**src/common/aeqt_pkg.sv**
```systemverilog
// Shared constants for the adaptive equalization tuning register bank
package aeqt_pkg;

    // Register indices; the byte address on the bus is four times the index
    localparam logic [7:0] AEQT_IDX_CONTROL = 8'h1c;
    localparam logic [7:0] AEQT_IDX_TUNING = 8'h1d;
    localparam logic [7:0] AEQT_IDX_LONG = 8'h1e;
    localparam logic [7:0] AEQT_IDX_STATUS = 8'h1f;
    localparam logic [7:0] AEQT_IDX_DSRX = 8'h20;
    localparam logic [7:0] AEQT_IDX_APPLIED = 8'h24;

    // Reset values
    localparam logic [7:0] AEQT_RST_CONTROL = 8'hf0;
    localparam logic [7:0] AEQT_RST_TUNING = 8'h20;
    localparam logic [7:0] AEQT_RST_LONG = 8'h77;
    localparam logic [7:0] AEQT_RST_DSRX = 8'h00;

    // Control register fields
    localparam int AEQT_CTL_ENABLE_BIT = 0;
    localparam int AEQT_CTL_METHOD_LO = 1;
    localparam int AEQT_CTL_METHOD_HI = 2;

    // Tuning register fields
    localparam int AEQT_TUN_SIGN_BIT = 7;
    localparam int AEQT_TUN_RSVD_BIT = 6;
    localparam int AEQT_TUN_THR_LO = 3;
    localparam int AEQT_TUN_THR_HI = 5;
    localparam int AEQT_TUN_OFS_LO = 0;
    localparam int AEQT_TUN_OFS_HI = 2;

    // Per-receiver code nibbles, shared by the long, short and applied registers
    localparam int AEQT_RXA_LO = 0;
    localparam int AEQT_RXA_HI = 3;
    localparam int AEQT_RXB_LO = 4;
    localparam int AEQT_RXB_HI = 7;

    // Status register bits
    localparam int AEQT_STS_LONG_BIT = 0;
    localparam int AEQT_STS_FULL_BIT = 1;
    localparam int AEQT_STS_FAST_BIT = 2;

    // Threshold step and equalization code range
    localparam int AEQT_THR_STEP_MV = 40;
    localparam logic [3:0] AEQT_EQ_MAX = 4'hf;
    localparam logic signed [5:0] AEQT_NEG_BIAS = 6'sh08;

    // Adaptation method codes (low bit clear means fast)
    typedef enum logic [1:0]
    {
        AEQT_METHOD_FAST0 = 2'b00,
        AEQT_METHOD_FULL_EVERY = 2'b01,
        AEQT_METHOD_FAST2 = 2'b10,
        AEQT_METHOD_FULL_ZERO = 2'b11
    } aeqt_method_e;

endpackage

```
**src/design/aeqt_regs.sv**
```systemverilog
// Local design decision: the APB slave port.
`timescale 1ns/10ps
// Notes on behaviour
// - The top bit of the tuning register makes the offset additive when 0, subtractive when 1.
// - Tuning bits 5:3 pick the short/long window as plus or minus code times 40 mV, reset 4.
// - Tuning bits 2:0 give the offset, n when positive and n minus eight when negative.
// - The offset is applied only in full adaptation and ignored in fast mode or when off.
// - Long-channel upper nibble is receiver B's code in fast mode on a long channel.
// - Long-channel lower nibble is receiver A's code in fast mode on a long channel.
// - The long-channel register resets to 0x77 and is used only in fast adaptation.
// - The register at index 0x20 holds both receivers' codes and resets to zero.
// - Method field low bit 0 selects fast; 1 and 3 select the two full variants.
// - One enable bit turns adaptation on when set, off when clear, and resets off.
// - In fast mode a short channel applies the index 0x20 codes instead of the long codes.
module aeqt_regs
    import aeqt_pkg::*;
(
    input wire logic CLK,
    input wire logic RESET_N,
    input wire logic PSEL,
    input wire logic PENABLE,
    input wire logic PWRITE,
    input wire logic [9:0] PADDR,
    input wire logic [31:0] PWDATA,
    output logic [31:0] PRDATA,
    output logic PREADY,
    output logic PSLVERR,
    input wire logic signed [9:0] MEAS_LEVEL_MV,
    input wire logic [3:0] FULL_EQ_A,
    input wire logic [3:0] FULL_EQ_B,
    output logic [3:0] RX_A_EQ,
    output logic [3:0] RX_B_EQ,
    output logic LONG_CHANNEL
);

    ////////////////////////////////////////////////////////////////////////////
    // Register storage
    logic [7:0] control;
    logic [7:0] tuning;
    logic [7:0] long_codes;
    logic [7:0] dsrx_codes;

    logic [7:0] index;
    logic setup;
    logic access;
    logic wr_stb;
    logic adapt_enable;
    aeqt_method_e adapt_method_select;
    logic fast_active;
    logic full_active;
    logic [8:0] threshold_mv;
    logic [9:0] level_abs;
    logic short_now;
    logic signed [5:0] eq_offset;
    logic [3:0] next_rx_a;
    logic [3:0] next_rx_b;
    logic [31:0] next_prdata;
    logic next_pslverr;

    // Word index from the byte address; low two address bits are ignored
    assign index = PADDR[9:2];
    assign setup = PSEL && !PENABLE;
    assign access = PSEL && PENABLE && PREADY;
    assign wr_stb = access && PWRITE;

    // Offset field widened to signed; negative sign subtracts eight
    function automatic logic signed [5:0] offset_value(input logic neg, input logic [2:0] mag);
        logic signed [5:0] v;
        v = signed'({3'b000, mag});
        if (neg)
        begin
            v = v - AEQT_NEG_BIAS;
        end
        return v;
    endfunction

    // Adds the offset to a full result and clamps into 0..15
    function automatic logic [3:0] adjust_clamp(input logic [3:0] eq, input logic signed [5:0] ofs);
        logic signed [5:0] sum;
        sum = signed'({2'b00, eq}) + ofs;
        if (sum < 0)
        begin
            return 4'h0;
        end
        else if (sum > signed'({2'b00, AEQT_EQ_MAX}))
        begin
            return AEQT_EQ_MAX;
        end
        return sum[3:0];
    endfunction

    ////////////////////////////////////////////////////////////////////////////
    // Mode decode
    assign adapt_enable = control[AEQT_CTL_ENABLE_BIT];
    assign adapt_method_select =
        aeqt_method_e'(control[AEQT_CTL_METHOD_HI:AEQT_CTL_METHOD_LO]);
    // Low method bit clear means fast whichever the high bit is
    assign fast_active = adapt_enable && !adapt_method_select[0];
    assign full_active = adapt_enable && adapt_method_select[0];

    // Window is symmetric, so compare the magnitude of the measured level
    assign threshold_mv = 9'(control_thr_code() * AEQT_THR_STEP_MV);
    assign level_abs = MEAS_LEVEL_MV[9] ? 10'(-MEAS_LEVEL_MV) : MEAS_LEVEL_MV;
    assign short_now = (level_abs <= {1'b0, threshold_mv});
    assign eq_offset = offset_value(tuning[AEQT_TUN_SIGN_BIT],
                                    tuning[AEQT_TUN_OFS_HI:AEQT_TUN_OFS_LO]);

    function automatic logic [2:0] control_thr_code();
        return tuning[AEQT_TUN_THR_HI:AEQT_TUN_THR_LO];
    endfunction

    ////////////////////////////////////////////////////////////////////////////
    // Applied code selection per receiver
    always_comb
    begin
        next_rx_a = dsrx_codes[AEQT_RXA_HI:AEQT_RXA_LO];
        next_rx_b = dsrx_codes[AEQT_RXB_HI:AEQT_RXB_LO];
        if (full_active)
        begin
            // Offset only matters here; fast and off paths never see it
            next_rx_a = adjust_clamp(FULL_EQ_A, eq_offset);
            next_rx_b = adjust_clamp(FULL_EQ_B, eq_offset);
        end
        else if (fast_active && !short_now)
        begin
            next_rx_a = long_codes[AEQT_RXA_HI:AEQT_RXA_LO];
            next_rx_b = long_codes[AEQT_RXB_HI:AEQT_RXB_LO];
        end
        else if (fast_active)
        begin
            next_rx_a = dsrx_codes[AEQT_RXA_HI:AEQT_RXA_LO];
            next_rx_b = dsrx_codes[AEQT_RXB_HI:AEQT_RXB_LO];
        end
    end

    // Receiver code outputs, one cycle behind the inputs
    always_ff @(posedge CLK)
    begin
        if (!RESET_N)
        begin
            RX_A_EQ <= 4'h0;
            RX_B_EQ <= 4'h0;
            LONG_CHANNEL <= 1'b0;
        end
        else
        begin
            RX_A_EQ <= next_rx_a;
            RX_B_EQ <= next_rx_b;
            LONG_CHANNEL <= fast_active && !short_now;
        end
    end

    ////////////////////////////////////////////////////////////////////////////
    // Software-written registers; writes land at the access edge
    always_ff @(posedge CLK)
    begin
        if (!RESET_N)
        begin
            control <= AEQT_RST_CONTROL;
            tuning <= AEQT_RST_TUNING;
            long_codes <= AEQT_RST_LONG;
            dsrx_codes <= AEQT_RST_DSRX;
        end
        else if (wr_stb)
        begin
            case (index)
                AEQT_IDX_CONTROL: control <= PWDATA[7:0];
                // Reserved bit is kept at zero so it reads back as zero
                AEQT_IDX_TUNING: tuning <= PWDATA[7:0] & ~(8'h01 << AEQT_TUN_RSVD_BIT);
                AEQT_IDX_LONG: long_codes <= PWDATA[7:0];
                AEQT_IDX_DSRX: dsrx_codes <= PWDATA[7:0];
                default: ;
            endcase
        end
    end

    ////////////////////////////////////////////////////////////////////////////
    // Read mux and error decode, captured in the setup cycle
    always_comb
    begin
        next_prdata = 32'h0000_0000;
        next_pslverr = 1'b0;
        case (index)
            AEQT_IDX_CONTROL: next_prdata[7:0] = control;
            AEQT_IDX_TUNING: next_prdata[7:0] = tuning;
            AEQT_IDX_LONG: next_prdata[7:0] = long_codes;
            AEQT_IDX_DSRX: next_prdata[7:0] = dsrx_codes;
            AEQT_IDX_STATUS:
            begin
                next_prdata[AEQT_STS_LONG_BIT] = LONG_CHANNEL;
                next_prdata[AEQT_STS_FULL_BIT] = full_active;
                next_prdata[AEQT_STS_FAST_BIT] = fast_active;
            end
            AEQT_IDX_APPLIED: next_prdata[7:0] = {RX_B_EQ, RX_A_EQ};
            default: next_pslverr = 1'b1;
        endcase
    end

    // Registered answer: ready for exactly one access cycle, so every
    // transfer takes the minimum two cycles and outputs stay glitch free
    always_ff @(posedge CLK)
    begin
        if (!RESET_N)
        begin
            PREADY <= 1'b0;
            PRDATA <= 32'h0000_0000;
            PSLVERR <= 1'b0;
        end
        else
        begin
            PREADY <= setup;
            if (setup)
            begin
                PRDATA <= PWRITE ? 32'h0000_0000 : next_prdata;
                PSLVERR <= next_pslverr;
            end
            else if (access)
            begin
                PRDATA <= 32'h0000_0000;
                PSLVERR <= 1'b0;
            end
        end
    end

endmodule

```
**config.mk**
```make
export PLATFORM = sky130hd
export DESIGN_NAME = aeqt_regs
export DESIGN_NICKNAME = d
export VERILOG_FILES = /design/src/common/aeqt_pkg.sv /design/src/design/aeqt_regs.sv
export SDC_FILE = /design/constraint.sdc
export NUM_CORES = 1
export LEC_CHECK = 0
export BUFFER_PORTS_ARGS = -buffer_cell sky130_fd_sc_hd__buf_2
export CAP_MARGIN = 20
export CELL_PAD_IN_SITES_DETAIL_PLACEMENT = 1
export CELL_PAD_IN_SITES_GLOBAL_PLACEMENT = 2
export CORE_ASPECT_RATIO = 1.5
export CORE_MARGIN = 2
export CORE_UTILIZATION = 30
export DETAILED_ROUTE_END_ITERATION = 8
export GPL_ROUTABILITY_DRIVEN = 1
export GPL_TIMING_DRIVEN = 0
export PLACE_DENSITY_LB_ADDON = 0.08
export SLEW_MARGIN = 20
export SYNTH_ARGS = -nofsm -noshare
export SYNTH_HDL_FRONTEND = slang
export SYNTH_SLANG_ARGS = --single-unit
```
**constraint.sdc**
```tcl
create_clock -name CLK -period 4.91 [get_ports CLK]
set_clock_uncertainty 0.1 [all_clocks]
set_input_delay 1.2275 -clock CLK [delete_from_list [all_inputs] [get_ports CLK]]
set_output_delay 1.2275 -clock CLK [all_outputs]
set_load 0.01 [all_outputs]
```
==> results.txt <==
Clock share of power: 41.5%
Antenna violations before repair: 0
Core area: 11,100 sq um
Hold Crit Class: flip-flop to flip-flop
Pwr Total: 0.877 mW
Via count: 3,066
Area leader, netlist: dfxtp_1
Placed wire-length estimate: 8.47 mm
Share of cells above drive strength 1: 22.5%
Largest net degree at the start of global routing: 16
Fmax: 0.235 GHz
Nets@finish: 556
Critical Path RT: 5.00 ns
Core Util, Final: 37.4%
Post-Syn Instances: 385
CTS sink cnt: 50
Starting Density: 31.0%
Tmin final: 4.26 ns
I/O Pins: 108
First-pass GRT wire length: 16.8 mm
DR DRC count: 0
Cell with the most instances after synthesis: dfxtp_1
Post-synth EDFFs: 0
FP Rows: 47
Routed Antenna Nets: 0
Total GRT Usage: 17.4%
Worst-margin pin slew: 1.08 ns
Static Leak: 1.75 nW
Max_slew headroom: 27.7%
Combinational power share: 12.2%
H-tree levels: 2
Wire per inst: 16.9 microns
CTS resizes: 0
Post-synth top flop: dfxtp_1
Die ar.: 12,300 sq um
Worst path cell trace: buf_2, or4_4, or4_4, o21ai_0, xnor2_1, ha_1, nand4_1, nor3_1, o21a_1, buf_6, and2b_1
Register area share after synthesis: 29.2%
Yosys warns: 0
Worst VDD drop: 0.000119 V
Syn avg cell area: 8.89 sq um
Final Cycle Share: 86.7%
# hold bufs at CTS: 0
Switching part of the total: 24.8%
Final setup margin: 0.653 ns
DR iter-0 viols: 87
Sw Pwr: 0.217 mW
CP Launch Type: primary input
Crit. End Element: flip-flop
First-pass DRT Iterations: 4
CTS tree: yes
Yosys cell types: 51
Commonest cells in the netlist: 50 x dfxtp_1, 37 x mux2i_1, 26 x nand2_1
Final GP Congestion: 0.776
CTS clock-pin slew for the worst setup and hold paths: 0.07 ns
Ys async rst share: 0%
Final hold vios: 0
Pre-CTS setup slack: 0.312 ns
Max_cap viols: 0
Post-CTS setup buffer count: 0
Seq pwr share: 46.4%
Most frequent CP cell: or4_4
Unrepaired setup endpoints after global routing: no
Worst skew pair latency: 0.29 ns
CP max FO: 9
Die Y: 135 microns
IO buf count: 54
Antenna Diode Count: 0
Die X: 91.2 microns
Highest-delay cell along the critical path: nor3_1
Cell area power density: 212 nW/um^2
Final setup fails: 0
TritonCTS Buffers: 5
Critical path's largest stage delay: 0.83 ns
Synthesized area: 3420 sq um
Top cells by area, synth: dfxtp_1 29%, mux2i_1 11%, ha_1 6.9%
Routed vias/inst: 4.96
Gr ovfl total: 0
Critical Path AT: 4.35 ns
Register bit total from synthesis: 50
Internal Pwr Total: 0.660 mW
DRT Wirelength: 10.4 mm
WS Path Type: primary input to flip-flop
Fillers: 1,358
Setup TNS: 0 ns
Slew Limit Fails: 0
CTS max path bufs: 2
CTS root buf: clkbuf_16
Top-area cell type share of the netlist area: 29.2%
Area growth syn-to-layout: 20.8%
Number of global-route vias before repair: 3,199
Status: finished, final reports clean
-- worst max-delay path: cells and delay by family --
family	cells	cell delay, ns
buf+inv	2	0.24
fa+ha+maj	1	0.29
compound gates	2	0.42
simple gates	5	2.06
xor+xnor	1	0.10
-- per-stage QoR --
| step | hold WS, ns | instances | instance area [sq um] |
|---|---|---|---|
| 2_1_floorplan | 0.341 | 408 | 3510 |
| 3_3_place_gp | 0.333 | 609 | 3970 |
| 3_5_place_dp | 0.338 | 610 | 3990 |
| 4_1_cts | 0.354 | 618 | 4140 |
| 5_1_grt | 0.381 | 618 | 4140 |
| 6_report | 0.348 | 618 | 4140 |
-- power by group through the flow --
| stage | Sequential, mW | Combinational [mW] | Clock (mW) |
|---|---|---|---|
| after global routing | 0.406 | 0.119 | 0.390 |
| after CTS | 0.406 | 0.107 | 0.375 |
| after detailed placement | 0.416 | 0.107 | 0 |
| after global placement | 0.416 | 0.105 | 0 |
| after floorplan | 0.416 | 0.0686 | 0 |
| final | 0.407 | 0.107 | 0.364 |
-- cell type report --
cell class,instances,area (sq um),area share [%]
timing repair buffer,55,278,6.71
inverter,12,45.0,1.09
tap,147,184,4.45
sequential,50,1000,24.2
clock buffer,7,143,3.45
multi-input combinational,301,2200,53.3
clock inverter,1,8.76,0.212
buffer,45,275,6.65
-- state kept, by name (all words and copies together), names as in the netlist --
name          cells
control           8
RX_B_EQ           4
RX_A_EQ           4
dsrx_codes        8
long_codes        8
PRDATA            8
LONG_CHANNEL      1
PREADY            1
tuning            7
PSLVERR           1
-- final timing paths --
kind | startpoint | end | cells after the start | slack (ns)
setup / recovery | MEAS_LEVEL_MV[0] | LONG_CHANNEL | 11 | 0.65
setup reg to reg | tuning[5] | LONG_CHANNEL | 11 | 1.91
hold / removal | PRDATA[5] | PRDATA[5] | 2 | 0.35
hold reg to reg | PRDATA[5] | PRDATA[5] | 2 | 0.35
-- cell families (layout without fill, tap and decap cells) --
group | after synthesis | after routing | share of synthesized area (%)
and+or+nand+nor | 113 | 113 | 18.2
adders and majority gates | 21 | 21 | 8.11
other | 1 | 24 | 0.110
AOI/OAI and AO/OA | 87 | 87 | 18.8
DFF | 50 | 50 | 29.2
buffers and inverters | 57 | 120 | 9.35
muxes | 44 | 44 | 13.1
xor gates and xnor gates | 12 | 12 | 3.07
-- routing by layer --
layer	global-route usage, %	share of wire, %	vias to the layer above
met5	0	0	-
met4	5.81	1.9	0
met2	33.5	53	72
met1	19.5	41	1461
met3	2.23	3.5	10
li1	-	-	1523
-- layout by cell type (no fill, tap or decap), types with 3 or more instances in the layout --
cell,n
nand3b_1,3
xnor2_1,7
o211ai_1,12
nand4_1,5
nand2_1,26
o2111a_1,6
buf_4,25
nor3_1,8
clkbuf_16,5
nand3_1,7
inv_1,12
dfxtp_1,50
a221o_1,3
o2111ai_1,4
ha_1,19
o211a_1,4
or4_4,3
a21oi_1,13
mux2i_1,37
xor2_1,5
and2_1,3
a221oi_1,8
o21ai_0,16
a211o_1,4
nor2_1,16
nand2b_1,6
buf_2,55
o21a_1,5
nor2b_1,25
clkbuf_1,17
mux2_2,7
conb_1,24
Note: power is estimated with default switching activity, not from simulation.
